<file path="src/verilog/lpdr_pkg.sv">
// Constants and types of the LCD shade table and dither pattern register bank
package lpdr_pkg;
  localparam logic [31:0] LPDR_ADDR_RED = 32'h01F0_0014;
  localparam logic [31:0] LPDR_ADDR_GREEN = 32'h01F0_0018;
  localparam logic [31:0] LPDR_ADDR_BLUE = 32'h01F0_001C;
  localparam logic [31:0] LPDR_ADDR_D12 = 32'h01F0_0020;
  localparam logic [31:0] LPDR_ADDR_D47 = 32'h01F0_0024;
  localparam logic [31:0] LPDR_ADDR_D35 = 32'h01F0_0028;
  localparam logic [31:0] LPDR_ADDR_D23 = 32'h01F0_002C;
  localparam logic [31:0] LPDR_ADDR_D57 = 32'h01F0_0030;
  localparam logic [31:0] LPDR_ADDR_D34 = 32'h01F0_0034;
  localparam logic [31:0] LPDR_ADDR_D45 = 32'h01F0_0038;
  localparam logic [31:0] LPDR_ADDR_CTRL = 32'h01F0_0040;

  localparam logic [31:0] LPDR_RST_RED = 32'h0000_0000;
  localparam logic [31:0] LPDR_RST_GREEN = 32'h0000_0000;
  localparam logic [15:0] LPDR_RST_BLUE = 16'h0000;
  localparam logic [15:0] LPDR_RST_D12 = 16'hA5A5;
  localparam logic [27:0] LPDR_RST_D47 = 28'hBA5_DA65;
  localparam logic [19:0] LPDR_RST_D35 = 20'hA_5A5F;
  localparam logic [11:0] LPDR_RST_D23 = 12'hD6B;
  localparam logic [27:0] LPDR_RST_D57 = 28'hEB7_B5ED;
  localparam logic [15:0] LPDR_RST_D34 = 16'h7DBE;
  localparam logic [19:0] LPDR_RST_D45 = 20'h7_EBDF;
  localparam logic [1:0] LPDR_RST_DTYPE = 2'h0;

  // Control register layout
  localparam int LPDR_DTYPE_HI = 28;
  localparam int LPDR_DTYPE_LO = 27;
  localparam int LPDR_FNUM_HI = 3;
  localparam int LPDR_FNUM_LO = 0;

  localparam logic [1:0] LPDR_MODE_MONO = 2'h0;
  localparam logic [1:0] LPDR_MODE_GRAY4 = 2'h1;
  localparam logic [1:0] LPDR_MODE_GRAY16 = 2'h2;
  localparam logic [1:0] LPDR_MODE_COLOR = 2'h3;

  // Pattern periods in frames; each pattern holds four rows of one period
  localparam logic [2:0] LPDR_PER3 = 3'h3;
  localparam logic [2:0] LPDR_PER4 = 3'h4;
  localparam logic [2:0] LPDR_PER5 = 3'h5;
  localparam logic [2:0] LPDR_PER7 = 3'h7;

  localparam logic [3:0] LPDR_LVL_MAX = 4'hF;
  localparam logic [3:0] LPDR_LVL_MID = 4'h8;
  localparam logic [3:0] LPDR_LVL_LOW = 4'h7;

  typedef enum logic [3:0] {
    LPDR_SEL_RED, LPDR_SEL_GREEN, LPDR_SEL_BLUE, LPDR_SEL_D12, LPDR_SEL_D47, LPDR_SEL_D35,
    LPDR_SEL_D23, LPDR_SEL_D57, LPDR_SEL_D34, LPDR_SEL_D45, LPDR_SEL_CTRL, LPDR_SEL_NONE
  } lpdr_sel_t;
endpackage : lpdr_pkg

</file>
<file path="src/verilog/lpdr_frc_if.sv">
// Carrier between the register bank and the frame rate gray control
`timescale 1ns/1ps
interface lpdr_frc_if;
  logic [15:0] d12;
  logic [27:0] d47;
  logic [19:0] d35;
  logic [11:0] d23;
  logic [27:0] d57;
  logic [15:0] d34;
  logic [19:0] d45;
  logic frame_tick;
  logic [1:0] row;
  logic [1:0] col;
  logic [3:0] lvl_r;
  logic [3:0] lvl_g;
  logic [3:0] lvl_b;
  logic on_r;
  logic on_g;
  logic on_b;
  logic [3:0] fnum;
  modport regs (output d12, d47, d35, d23, d57, d34, d45, frame_tick, row, col, lvl_r, lvl_g, lvl_b,
                input on_r, on_g, on_b, fnum);
  modport frc (input d12, d47, d35, d23, d57, d34, d45, frame_tick, row, col, lvl_r, lvl_g, lvl_b,
               output on_r, on_g, on_b, fnum);
endinterface : lpdr_frc_if

</file>
<file path="src/verilog/lpdr_frc.sv">
// Frame rate gray control: turns a 4-bit shade level into a per-frame dot
`timescale 1ns/1ps
module lpdr_frc import lpdr_pkg::*; (
  input wire logic hclk,
  input wire logic hresetn,
  lpdr_frc_if.frc fi
);
  typedef struct packed {
    logic [2:0] c3;
    logic [2:0] c4;
    logic [2:0] c5;
    logic [2:0] c7;
    logic [3:0] fnum;
  } lpdr_frc_st_t;

  lpdr_frc_st_t st_reg;
  lpdr_frc_st_t st_next;
  logic [6:0] duty;

  function automatic logic [2:0] lpdr_wrap(input logic [2:0] cnt, input logic [1:0] col, input logic [2:0] per);
    logic [3:0] s;
    s = {1'b0, cnt} + {2'h0, col};
    if (s >= {1'b0, per}) begin
      s = s - {1'b0, per};
    end
    return s[2:0];
  endfunction : lpdr_wrap

  function automatic logic lpdr_pick(input logic [27:0] pat, input logic [1:0] row, input logic [2:0] ph,
                                     input logic [2:0] per);
    logic [4:0] idx;
    idx = 5'(row * per) + {2'h0, ph};
    return pat[idx];
  endfunction : lpdr_pick

  // Levels from mid to 14 use a pattern, levels 1 to 7 use its complement; 15 is always on, 0 always off
  function automatic logic lpdr_level_on(input logic [3:0] lvl, input logic [6:0] d);
    logic [3:0] k;
    logic r;
    k = 4'h0;
    r = 1'b0;
    if (lvl == LPDR_LVL_MAX) begin
      r = 1'b1;
    end else if (lvl >= LPDR_LVL_MID) begin
      k = lvl - LPDR_LVL_MID;
      r = d[k[2:0]];
    end else if (lvl != 4'h0) begin
      k = LPDR_LVL_LOW - lvl;
      r = ~d[k[2:0]];
    end
    return r;
  endfunction : lpdr_level_on

  always_comb begin
    st_next = st_reg;
    if (fi.frame_tick) begin
      st_next.c3 = (st_reg.c3 == LPDR_PER3 - 3'h1) ? 3'h0 : st_reg.c3 + 3'h1;
      st_next.c4 = (st_reg.c4 == LPDR_PER4 - 3'h1) ? 3'h0 : st_reg.c4 + 3'h1;
      st_next.c5 = (st_reg.c5 == LPDR_PER5 - 3'h1) ? 3'h0 : st_reg.c5 + 3'h1;
      st_next.c7 = (st_reg.c7 == LPDR_PER7 - 3'h1) ? 3'h0 : st_reg.c7 + 3'h1;
      st_next.fnum = st_reg.fnum + 4'h1;
    end
  end

  // Column shifts the frame phase so neighbouring dots do not flash together
  always_comb begin
    duty[0] = lpdr_pick({12'h000, fi.d12}, fi.row, lpdr_wrap(st_reg.c4, fi.col, LPDR_PER4), LPDR_PER4);
    duty[1] = lpdr_pick(fi.d47, fi.row, lpdr_wrap(st_reg.c7, fi.col, LPDR_PER7), LPDR_PER7);
    duty[2] = lpdr_pick({8'h00, fi.d35}, fi.row, lpdr_wrap(st_reg.c5, fi.col, LPDR_PER5), LPDR_PER5);
    duty[3] = lpdr_pick({16'h0000, fi.d23}, fi.row, lpdr_wrap(st_reg.c3, fi.col, LPDR_PER3), LPDR_PER3);
    duty[4] = lpdr_pick(fi.d57, fi.row, lpdr_wrap(st_reg.c7, fi.col, LPDR_PER7), LPDR_PER7);
    duty[5] = lpdr_pick({12'h000, fi.d34}, fi.row, lpdr_wrap(st_reg.c4, fi.col, LPDR_PER4), LPDR_PER4);
    duty[6] = lpdr_pick({8'h00, fi.d45}, fi.row, lpdr_wrap(st_reg.c5, fi.col, LPDR_PER5), LPDR_PER5);
  end

  assign fi.on_r = lpdr_level_on(fi.lvl_r, duty);
  assign fi.on_g = lpdr_level_on(fi.lvl_g, duty);
  assign fi.on_b = lpdr_level_on(fi.lvl_b, duty);
  assign fi.fnum = st_reg.fnum;

  always_ff @(posedge hclk or negedge hresetn) begin
    if (!hresetn) begin
      st_reg <= '0;
    end else begin
      st_reg <= st_next;
    end
  end
endmodule : lpdr_frc

</file>
<file path="src/verilog/lpdr_regs.sv">
// LCD shade tables and dither patterns: AHB-Lite slave and pixel shade lookup
//
// The AHB-Lite interface to the registers was left to the implementer.
`timescale 1ns/1ps
module lpdr_regs import lpdr_pkg::*; (
  input wire logic hclk,
  input wire logic hresetn,
  input wire logic hsel,
  input wire logic [31:0] haddr,
  input wire logic [1:0] htrans,
  input wire logic hwrite,
  input wire logic [2:0] hsize,
  input wire logic [31:0] hwdata,
  input wire logic hready,
  output logic hreadyout,
  output logic hresp,
  output logic [31:0] hrdata,
  input wire logic frame_start,
  input wire logic pix_valid,
  input wire logic [7:0] pix_code,
  input wire logic [1:0] pix_row,
  input wire logic [1:0] pix_col,
  output logic pix_out_valid,
  output logic [3:0] red_shade,
  output logic [3:0] green_shade,
  output logic [3:0] blue_shade,
  output logic red_dot,
  output logic green_dot,
  output logic blue_dot
);
  typedef struct packed {
    logic [31:0] red;
    logic [31:0] green;
    logic [15:0] blue;
    logic [15:0] d12;
    logic [27:0] d47;
    logic [19:0] d35;
    logic [11:0] d23;
    logic [27:0] d57;
    logic [15:0] d34;
    logic [19:0] d45;
    logic [1:0] dtype;
    logic dp_act;
    logic dp_wr;
    logic rd_pend;
    lpdr_sel_t sel;
    logic [31:0] rdata;
    logic pv;
    logic [3:0] sr;
    logic [3:0] sg;
    logic [3:0] sb;
    logic dr;
    logic dg;
    logic db;
  } lpdr_st_t;

  lpdr_st_t st_reg;
  lpdr_st_t st_next;
  lpdr_frc_if fi ();
  logic [3:0] lvl_r;
  logic [3:0] lvl_g;
  logic [3:0] lvl_b;

  function automatic lpdr_sel_t lpdr_decode(input logic [31:0] a);
    lpdr_sel_t s;
    if (a == LPDR_ADDR_RED) begin
      s = LPDR_SEL_RED;
    end else if (a == LPDR_ADDR_GREEN) begin
      s = LPDR_SEL_GREEN;
    end else if (a == LPDR_ADDR_BLUE) begin
      s = LPDR_SEL_BLUE;
    end else if (a == LPDR_ADDR_D12) begin
      s = LPDR_SEL_D12;
    end else if (a == LPDR_ADDR_D47) begin
      s = LPDR_SEL_D47;
    end else if (a == LPDR_ADDR_D35) begin
      s = LPDR_SEL_D35;
    end else if (a == LPDR_ADDR_D23) begin
      s = LPDR_SEL_D23;
    end else if (a == LPDR_ADDR_D57) begin
      s = LPDR_SEL_D57;
    end else if (a == LPDR_ADDR_D34) begin
      s = LPDR_SEL_D34;
    end else if (a == LPDR_ADDR_D45) begin
      s = LPDR_SEL_D45;
    end else if (a == LPDR_ADDR_CTRL) begin
      s = LPDR_SEL_CTRL;
    end else begin
      s = LPDR_SEL_NONE;
    end
    return s;
  endfunction : lpdr_decode

  // Code n picks nibble [4n+3:4n] of a shade table
  function automatic logic [3:0] lpdr_nibble(input logic [31:0] tbl, input logic [2:0] n);
    return tbl[{n, 2'b00} +: 4];
  endfunction : lpdr_nibble

  always_comb begin
    lvl_r = 4'h0;
    lvl_g = 4'h0;
    lvl_b = 4'h0;
    case (st_reg.dtype)
      LPDR_MODE_COLOR: begin
        lvl_r = lpdr_nibble(st_reg.red, pix_code[7:5]);
        lvl_g = lpdr_nibble(st_reg.green, pix_code[4:2]);
        lvl_b = lpdr_nibble({16'h0000, st_reg.blue}, {1'b0, pix_code[1:0]});
      end
      LPDR_MODE_GRAY16: begin
        lvl_r = pix_code[3:0];
        lvl_g = pix_code[3:0];
        lvl_b = pix_code[3:0];
      end
      LPDR_MODE_GRAY4: begin
        // Four gray levels reuse the blue table as their shade map
        lvl_r = lpdr_nibble({16'h0000, st_reg.blue}, {1'b0, pix_code[1:0]});
        lvl_g = lvl_r;
        lvl_b = lvl_r;
      end
      default: begin
        lvl_r = pix_code[0] ? LPDR_LVL_MAX : 4'h0;
        lvl_g = lvl_r;
        lvl_b = lvl_r;
      end
    endcase
  end

  assign fi.d12 = st_reg.d12;
  assign fi.d47 = st_reg.d47;
  assign fi.d35 = st_reg.d35;
  assign fi.d23 = st_reg.d23;
  assign fi.d57 = st_reg.d57;
  assign fi.d34 = st_reg.d34;
  assign fi.d45 = st_reg.d45;
  assign fi.frame_tick = frame_start;
  assign fi.row = pix_row;
  assign fi.col = pix_col;
  assign fi.lvl_r = lvl_r;
  assign fi.lvl_g = lvl_g;
  assign fi.lvl_b = lvl_b;

  lpdr_frc u_frc (
    .hclk(hclk),
    .hresetn(hresetn),
    .fi(fi)
  );

  always_comb begin
    st_next = st_reg;
    // Write data phase; unmapped addresses are ignored but still answered OKAY
    if (st_reg.dp_act && st_reg.dp_wr) begin
      st_next.dp_act = 1'b0;
      case (st_reg.sel)
        LPDR_SEL_RED: st_next.red = hwdata;
        LPDR_SEL_GREEN: st_next.green = hwdata;
        LPDR_SEL_BLUE: st_next.blue = hwdata[15:0];
        LPDR_SEL_D12: st_next.d12 = hwdata[15:0];
        LPDR_SEL_D47: st_next.d47 = hwdata[27:0];
        LPDR_SEL_D35: st_next.d35 = hwdata[19:0];
        LPDR_SEL_D23: st_next.d23 = hwdata[11:0];
        LPDR_SEL_D57: st_next.d57 = hwdata[27:0];
        LPDR_SEL_D34: st_next.d34 = hwdata[15:0];
        LPDR_SEL_D45: st_next.d45 = hwdata[19:0];
        LPDR_SEL_CTRL: st_next.dtype = hwdata[LPDR_DTYPE_HI:LPDR_DTYPE_LO];
        default: st_next.dtype = st_reg.dtype;
      endcase
    end
    // Reads take one wait state so that hrdata comes straight from a flip-flop
    if (st_reg.dp_act && !st_reg.dp_wr) begin
      if (st_reg.rd_pend) begin
        st_next.rd_pend = 1'b0;
        st_next.rdata = 32'h0000_0000;
        case (st_reg.sel)
          LPDR_SEL_RED: st_next.rdata = st_reg.red;
          LPDR_SEL_GREEN: st_next.rdata = st_reg.green;
          LPDR_SEL_BLUE: st_next.rdata[15:0] = st_reg.blue;
          LPDR_SEL_D12: st_next.rdata[15:0] = st_reg.d12;
          LPDR_SEL_D47: st_next.rdata[27:0] = st_reg.d47;
          LPDR_SEL_D35: st_next.rdata[19:0] = st_reg.d35;
          LPDR_SEL_D23: st_next.rdata[11:0] = st_reg.d23;
          LPDR_SEL_D57: st_next.rdata[27:0] = st_reg.d57;
          LPDR_SEL_D34: st_next.rdata[15:0] = st_reg.d34;
          LPDR_SEL_D45: st_next.rdata[19:0] = st_reg.d45;
          LPDR_SEL_CTRL: begin
            st_next.rdata[LPDR_DTYPE_HI:LPDR_DTYPE_LO] = st_reg.dtype;
            st_next.rdata[LPDR_FNUM_HI:LPDR_FNUM_LO] = fi.fnum;
          end
          default: st_next.rdata = 32'h0000_0000;
        endcase
      end else begin
        st_next.dp_act = 1'b0;
      end
    end
    // Address phase, sampled only while the bus is ready
    if (hsel && htrans[1] && hready) begin
      st_next.dp_act = 1'b1;
      st_next.dp_wr = hwrite;
      st_next.rd_pend = !hwrite;
      st_next.sel = lpdr_decode(haddr);
    end
    st_next.pv = pix_valid;
    if (pix_valid) begin
      st_next.sr = lvl_r;
      st_next.sg = lvl_g;
      st_next.sb = lvl_b;
      st_next.dr = fi.on_r;
      st_next.dg = fi.on_g;
      st_next.db = fi.on_b;
    end
  end

  always_ff @(posedge hclk or negedge hresetn) begin
    if (!hresetn) begin
      st_reg <= '0;
      st_reg.red <= LPDR_RST_RED;
      st_reg.green <= LPDR_RST_GREEN;
      st_reg.blue <= LPDR_RST_BLUE;
      st_reg.d12 <= LPDR_RST_D12;
      st_reg.d47 <= LPDR_RST_D47;
      st_reg.d35 <= LPDR_RST_D35;
      st_reg.d23 <= LPDR_RST_D23;
      st_reg.d57 <= LPDR_RST_D57;
      st_reg.d34 <= LPDR_RST_D34;
      st_reg.d45 <= LPDR_RST_D45;
      st_reg.dtype <= LPDR_RST_DTYPE;
      st_reg.sel <= LPDR_SEL_NONE;
    end else begin
      st_reg <= st_next;
    end
  end

  assign hreadyout = !(st_reg.dp_act && !st_reg.dp_wr && st_reg.rd_pend);
  assign hresp = 1'b0;
  assign hrdata = st_reg.rdata;
  assign pix_out_valid = st_reg.pv;
  assign red_shade = st_reg.sr;
  assign green_shade = st_reg.sg;
  assign blue_shade = st_reg.sb;
  assign red_dot = st_reg.dr;
  assign green_dot = st_reg.dg;
  assign blue_dot = st_reg.db;
endmodule : lpdr_regs

</file>
<file path="config.mk">
export PLATFORM = sky130hd
export DESIGN_NAME = lpdr_regs
export DESIGN_NICKNAME = d
export VERILOG_FILES = /design/src/verilog/lpdr_pkg.sv /design/src/verilog/lpdr_frc_if.sv /design/src/verilog/lpdr_frc.sv /design/src/verilog/lpdr_regs.sv
export SDC_FILE = /design/constraint.sdc
export NUM_CORES = 1
export LEC_CHECK = 0
export BUFFER_PORTS_ARGS = -buffer_cell sky130_fd_sc_hd__buf_2
export CAP_MARGIN = 20
export CORE_MARGIN = 3
export CORE_UTILIZATION = 61
export CTS_CLUSTER_DIAMETER = 80
export DETAILED_ROUTE_END_ITERATION = 10
export GPL_TIMING_DRIVEN = 1
export PLACE_DENSITY_LB_ADDON = 0.2
export SLEW_MARGIN = 10
export SYNTH_ARGS = -nofsm -noshare
export SYNTH_HDL_FRONTEND = slang
export SYNTH_SLANG_ARGS = --single-unit
</file>
<file path="constraint.sdc">
create_clock -name hclk -period 8.8 [get_ports hclk]
set_clock_uncertainty 0.1 [all_clocks]
set_input_delay 1.76 -clock hclk [delete_from_list [all_inputs] [get_ports hclk]]
set_output_delay 1.76 -clock hclk [all_outputs]
set_load 0.01 [all_outputs]
</file>
==> metrics.md, run 1 <==
| Metric | Value |
|---|---|
| Die Span Y | 169 microns |
| Largest family of logic cells by synthesized area | multiplexers |
| Placed instance area | 16800 sq um |
| PnR Total Power | 4.45 mW |
| Layout cell share with drive strength beyond 1 | 41.2% |
| Synth cell types | 88 |
| EDFF count, synth | 0 |
| Leakage | 8.20 nW |
| Total CTS buffers | 31 |
| Initial antenna violation count | 4 |
| Sequential-to-total area share from yosys stat | 45.8% |
| Die Span X | 169 microns |
| Crit Path Class | input port to flip-flop |
| CTS tree | built |
| Fin cells | 1749 |
| Post-Synth XOR/XNOR Area | 0.700% |
| Yosys warning count | 0 |
| Final setup TNS | 0 ns |
| Tmin final | 6.88 ns |
| Largest net degree at the start of global routing | 183 |
| Synthesized netlist net count | 1463 |
| P per Cell Area | 248 nW/um^2 |
| Final Hold Vio Count | 0 |
| Row cnt | 59 |
| Root Driver | clkbuf_16 |
| Startpoint type of the worst setup path | input port |
| GRT Residual Overflow | 0 |
| Dpl cells | 1687 |
| CTS clk-pin slew, worst paths | 0.06 ns |
| Detailed Place HPWL | 31700 microns |
| Final ANT Viol Nets | 0 |
| Post-route DRC | 0 |
| Max-slew headroom at the worst pin | 22.5% |
| CTS max path bufs | 3 |
| Post-Route WL | 45300 microns |
| Synth async-reset ratio | 100% |
| Max Slew Vio Count | 0 |
| Cell count after synthesis | 1333 |
| Global-route wire length before repair | 69900 microns |
| Pre-CTS WS | 1.42 ns |
| Die Area | 28700 sq um |
| RD Place Congestion | 0.925 |
| Io pins | 138 |
| Core area | 26100 sq um |
| VDD IR-drop max | 211 uV |
| Max reg flops | 89 |
| Area Overhead vs Synth | 10.5% |
| HP Class | flip-flop to flip-flop |
| Setup crit start | pix_col[0] |
| DR WL/cell | 25.9 microns |
| CTS sink cnt | 293 |
| Vias/cell | 6.88 |
| Final #Nets | 1517 |
| Setup WS post-layout | 1.92 ns |
| Port buffer count | 132 |
| Fmax | 145 MHz |
| Mux contribution to synthesized area | 24.5% |
| Synth Flop Type | dfrtp_1 |
| Max-cap violations | 0 |
| Unrepaired setup endpoints after global routing | false |
| Required @ worst endpoint | 9.16 ns |
| Hold Buf Count CTS | 0 |
| Clk_lat worst skew | 0.58 ns |
| Resize count post-CTS | 0 |
| Vias in the first global route | 12.0k |
| Worst Path Arrival | 7.23 ns |
| CP Max Fanout | 9 |
| First-pass iteration count of the detailed router | 7 |
| CP Capture Type | flip-flop |
| Initial DRC count | 1251 |
| FF-to-FF path depth | 18 |
| Initial Utilization | 62.2% |
| Worst Setup EP | red_dot |
| Worst reg2reg setup slack | 2.84 ns |
| Final period util | 78.1% |
| Global-route usage over all layers | 31.6% |
| Yosys reg bits | 293 |
| RR Endpoint | red_dot |
| Mapped Area | 16300 sq um |
| Synth Area in Compound Gates | 13.4% |
| Avg Synthesized Cell Area | 12.2 sq um |
| H-tree levels | 1 |
| Synth Area in Simple Gates | 7.14% |
| Final setup viols | 0 |
| Adder-cell share of the synthesized area | 3.69% |
| Number of setup buffers added after CTS | 0 |
| Status | finished, final reports clean |
| Final instance area | 18000 sq um |
| Worst Tran Pin Value | 1.16 ns |
| Vias | 12.0k |
| R2r startpoint | u_frc.st_reg[4] |
kinds of logic (layout without fill, tap and decap cells):
| logic type | count (synthesis) | after routing |
|---|---|---|
| AOI/OAI and AO/OA | 295 | 295 |
| other | 1 | 3 |
| xor gates and xnor gates | 13 | 13 |
| buffers and inverters | 150 | 229 |
| adders and majority gates | 42 | 42 |
| and+or+nand+nor | 233 | 233 |
| DFF | 293 | 293 |
| muxes | 306 | 306 |
worst max-delay path, cell delays in order:
cell and delay, ns:
buf_2 0.14, ha_1 0.23, fa_1 0.51, ha_1 0.22, nor2b_1 0.14, o21ai_0 0.07, o21ai_0 0.15, mux2_2 0.39
fa_1 0.46, ha_1 0.24, fa_1 0.82, mux4_2 0.56, mux2i_1 0.30, nor3_1 0.09, a31oi_1 0.19, nand2_1 0.22
o31ai_1 0.30, a21oi_1 0.11, a221o_1 0.31
how the worst min path moves through the flow:
stage | from | to | cells past startpoint
floorplan | u_frc.fi.fnum[3] | u_frc.fi.fnum[3] | 1
global placement | hrdata[6] | hrdata[6] | 1
detailed placement | hrdata[8] | hrdata[8] | 1
CTS | hrdata[8] | hrdata[8] | 1
global route | hrdata[6] | hrdata[6] | 1
finish | hrdata[8] | hrdata[8] | 1
cells in the mapped netlist, types with 10 or more instances:
library cell / instances / share of area, %
a21o_1: 13 / 0.60
a21oi_1: 31 / 0.95
a221oi_1: 26 / 1.4
a22o_1: 33 / 1.8
a22oi_1: 57 / 2.6
a31oi_1: 17 / 0.65
and3_1: 16 / 0.62
buf_2: 11 / 0.34
buf_4: 48 / 2.2
clkbuf_1: 56 / 1.3
dfrtp_1: 198 / 30
dfstp_2: 95 / 15
fa_1: 10 / 1.2
ha_1: 32 / 2.5
inv_1: 21 / 0.48
mux2_1: 22 / 1.5
mux2_2: 214 / 15
mux2i_1: 21 / 1.3
mux4_2: 45 / 6.2
nand2_1: 76 / 1.8
nand2b_1: 16 / 0.62
nand3_1: 16 / 0.49
nor2_1: 42 / 0.97
nor2b_1: 10 / 0.38
nor3_1: 16 / 0.49
o21ai_0: 42 / 1.3
o21ai_1: 11 / 0.34
where the power goes:
part	total, mW	internal, mW	switching [mW]	leakage [nW]
clock	1.41	0.856	0.556	0.548
combinational	1.50	0.624	0.877	3.98
sequential	1.54	1.44	0.0965	3.67
routing by layer:
layer	routed length, microns	share of wire (%)	GRT usage [%]
met1	18700	41	44.9
met5	27	0.060	0
met4	1850	4.1	12.1
met2	20900	46	49.0
met3	3920	8.6	5.64
through the flow:
step | utilization [%] | hold WS [ns]
final | 68.8 | 0.371
after global routing | 68.7 | 0.392
after CTS | 68.7 | 0.375
after detailed placement | 64.4 | 0.362
after global placement | 64.4 | 0.355
after floorplan | - | 0.347
cells in the final DEF, fill, tap and decap left out, types with 7 or more instances in the layout:
master,Yosys,final
nand4_1,7,7
mux2_2,214,214
o21ai_0,42,42
nand2_1,76,76
a21o_1,13,13
mux2_1,22,22
xnor2_1,9,9
a22o_1,33,33
mux2i_1,21,21
buf_2,11,131
clkbuf_16,0,31
nor2_1,42,41
nor3_1,16,10
o21ai_1,11,11
buf_4,48,14
nand3_1,16,16
inv_1,21,21
fa_1,10,10
nand2b_1,16,16
ha_1,32,32
clkbuf_8,0,7
dfrtp_1,198,198
a21oi_1,31,31
dfstp_2,95,95
mux4_2,45,45
a31oi_1,17,17
a22oi_1,57,57
and3_1,16,14
a221oi_1,26,26
nor2b_1,10,10
final cells by class:
type / count / area, sq um
diodes: 2 / 5.00
flip-flops and latches: 293 / 7450
clock inverters: 14 / 220
repair buffers: 148 / 811
inverters: 23 / 86.3
well taps: 335 / 419
fillers: 1896 / 8160
multi-input cells: 890 / 8080
clock buffers: 44 / 895
(Power assumes the default switching activity.)
==> run 2: changes to the inputs <==
- CORE_UTILIZATION: 61 -> 55
- clock period: 8.8 -> 5.7 ns (I/O delays scaled with it)
==> metrics.md, run 2 (synthesis results as in run 1) <==
| Metric | Value |
|---|---|
| Status | finished, final reports clean |
| First-pass iteration count of the detailed router | 5 (-2) |
| Fmax | 181 MHz |
| Commonest non-fill, non-tap cells in the layout | mux2_2, dfrtp_1, buf_2 |
| Max Slew Vio Count | 0 (unchanged) |
| M3 GR Usage | 6.73% (+1.1 points) |
| Die Span Y | 178 microns (+5.1%) |
| Total CTS buffers | 34 (+9.7%) |
| Post-Route WL | 47200 microns (+4.1%) |
| Net Sw Frac | 34.1% (-0.31 points) |
| Row cnt | 62 (+5.1%) |
| Die Area | 31700 sq um (+11%) |
| Core area | 28900 sq um (+11%) |
| Root Driver | clkbuf_16 |
| H-tree levels | 2 (+1) |
| WHS | 0.370 ns (-0.00139 ns) |
| Max-cap violations | 0 (unchanged) |
| Unrepaired setup endpoints after global routing | true |
| Worst Tran Pin Value | 1.02 ns (-0.144 ns) |
| PnR Total Power | 7.57 mW (+70%) |
| Worst reg2reg setup slack | 0.43 ns (-2.41 ns) |
| DR WL/cell | 25.5 microns (-1.7%) |
| Largest net degree at the start of global routing | 136 (-26%) |
| Clk_lat worst skew | 0.52 ns (-0.06 ns) |
| Antenna cells | 0 (-2) |
| Initial Utilization | 56.2% (-6.0 points) |
| Io pins | 138 (unchanged) |
| Initial DRC count | 1168 (-6.6%) |
| Final period util | 96.7% |
| Post-route DRC | 0 (unchanged) |
| RR Endpoint | red_dot |
| Crit Path Class | input port to flip-flop |
| CTS clk-pin slew, worst paths | 0.06 ns (about the same) |
| Global-route wire length before repair | 72000 microns (+3.0%) |
| R2r startpoint | u_frc.st_reg[4] |
| CP Max Fanout | 6 (-3) |
| HP Class | flip-flop to flip-flop |
| Layout cell share with drive strength beyond 1 | 44.8% (+3.6 points) |
| Worst Path Arrival | 5.81 ns (-1.42 ns) |
| Commonest non-fill, non-tap cell in the layout | mux2_2 |
| Worst Hold Depth | 1 (unchanged) |
| RD Place Congestion | 0.925 (about the same) |
| FF-to-FF path depth | 18 (unchanged) |
| Vias/cell | 6.50 (-5.6%) |
| Detailed Place HPWL | 33700 microns (+6.1%) |
| Die Span X | 178 microns (+5.1%) |
| GRT Residual Overflow | 0 (unchanged) |
| Tmin final | 5.51 ns |
| Max-slew headroom at the worst pin | 31.9% (+9.4 points) |
| Pre-CTS WS | -0.719 ns (-2.14 ns) |
| Clk pwr share | 28.8% (-2.9 points) |
| Leakage | 8.48 nW (+3.5%) |
| Final setup viols | 0 (unchanged) |
| Vias | 12.0k (-0.075%) |
| Worst Hold Path EP | hrdata[9] |
| CTS sink cnt | 293 (unchanged) |
| CP Capture Type | flip-flop |
| Gate power share | 39.8% (+6.1 points) |
| Pint | 4.99 mW (+71%) |
| Final ANT Viol Nets | 0 (unchanged) |
| Required @ worst endpoint | 6.00 ns (-3.16 ns) |
| Max reg flops | 89 (unchanged) |
| Net Sw Power | 2.58 mW (+69%) |
| Final Util | 64.3% (-4.4 points) |
| Met1 usage | 41.3% (-3.6 points) |
| Final Hold Vio Count | 0 (unchanged) |
| # fillers | 2265 (+19%) |
| P per Cell Area | 407 nW/um^2 (+64%) |
| Final #Nets | 1571 (+3.6%) |
| Port buffer count | 132 (unchanged) |
| Area Overhead vs Synth | 14.5% |
| Grt peak-use layer | met2 |
| CTS tree | built |
| Setup WS post-layout | 0.189 ns (-1.73 ns) |
| Min-delay src | hrdata[9] |
| Part of the power in registers | 31.4% (-3.1 points) |
| Global-route usage over all layers | 30.0% (-1.6 points) |
| Final setup TNS | 0 ns (unchanged) |
| VDD IR-drop max | 211 uV (about the same) |
| Startpoint type of the worst setup path | input port |
| Initial antenna violation count | 3 (-1) |
| Global Route met2 Usage | 48.1% (-0.93 points) |
| CTS max path bufs | 3 (unchanged) |
| Vias in the first global route | 12.0k (+0.18%) |
[run 2: changes by cell type in the layout (fill, tap and decap cells not counted), sizes merged]
| cell | change |
|---|---|
| clkinv | -2 |
| buf | +51 |
| clkbuf | +11 |
| diode | -2 |
| inv | -1 |
| bufinv | -4 |
[run 2: how the worst max path moves through the flow]
stage | start | depth (start not counted) | end | slack, ns
floorplan | pix_col[0] | 17 | red_dot | -0.03
global placement | pix_col[0] | 20 | red_dot | -0.69
detailed placement | pix_col[0] | 20 | green_dot | -0.72
CTS | pix_col[0] | 21 | green_dot | 0.01
global route | pix_col[0] | 19 | blue_dot | -0.03
finish | pix_col[0] | 19 | red_dot | 0.19
[run 2: worst max-delay path, stage by stage]
cell	delay, ns
buf_6	0.10
ha_4	0.16
fa_2	0.57
ha_4	0.16
nor2b_4	0.13
o21ai_1	0.07
o21ai_2	0.09
mux2_4	0.33
fa_1	0.45
ha_2	0.21
fa_2	0.63
mux4_2	0.56
mux2i_4	0.20
nor3_2	0.05
a31oi_1	0.18
nand2_2	0.17
o31ai_2	0.21
a21oi_1	0.09
a221o_1	0.30
[run 2: per-layer routing]
layer,vias to the layer above,wire length [microns]
li1,5241,-
met1,6197,19600
met2,502,22400
met3,87,3960
met4,4,1290
met5,-,24
[run 2: cell type report]
class | instances | area (sq um) | share of cell area (%)
clock buffers | 55 | 1040 | 5.59
well taps | 384 | 480 | 2.58
multi-input cells | 890 | 8250 | 44.3
repair buffers | 199 | 1220 | 6.57
flip-flops and latches | 293 | 7450 | 40.0
inverters | 23 | 86.3 | 0.464
clock inverters | 7 | 88.8 | 0.477
[run 2: what timing repair did]
item / CTS / global route
setup endpoints to repair: 3 / 3
pin swaps: 8 / 10
hold buffers: 0 / 0
setup buffers: 3 / 0
gates resized for setup: 15 / 21
cloned: 0 / 0
[run 2: stage by stage]
step / std cells / cell area [sq um]
2_1_floorplan: 1333 / 16300
3_3_place_gp: 1783 / 17300
3_5_place_dp: 1784 / 17300
4_1_cts: 1848 / 18500
5_1_grt: 1851 / 18600
6_report: 1851 / 18600
[run 2: power by group through the flow]
stage	combinational [mW]	clock, mW	sequential [mW]
after floorplan	1.77	0	2.35
after global placement	2.73	0	2.40
after detailed placement	2.78	0	2.40
after CTS	2.86	2.21	2.37
after global routing	3.28	2.29	2.39
final	3.01	2.18	2.38
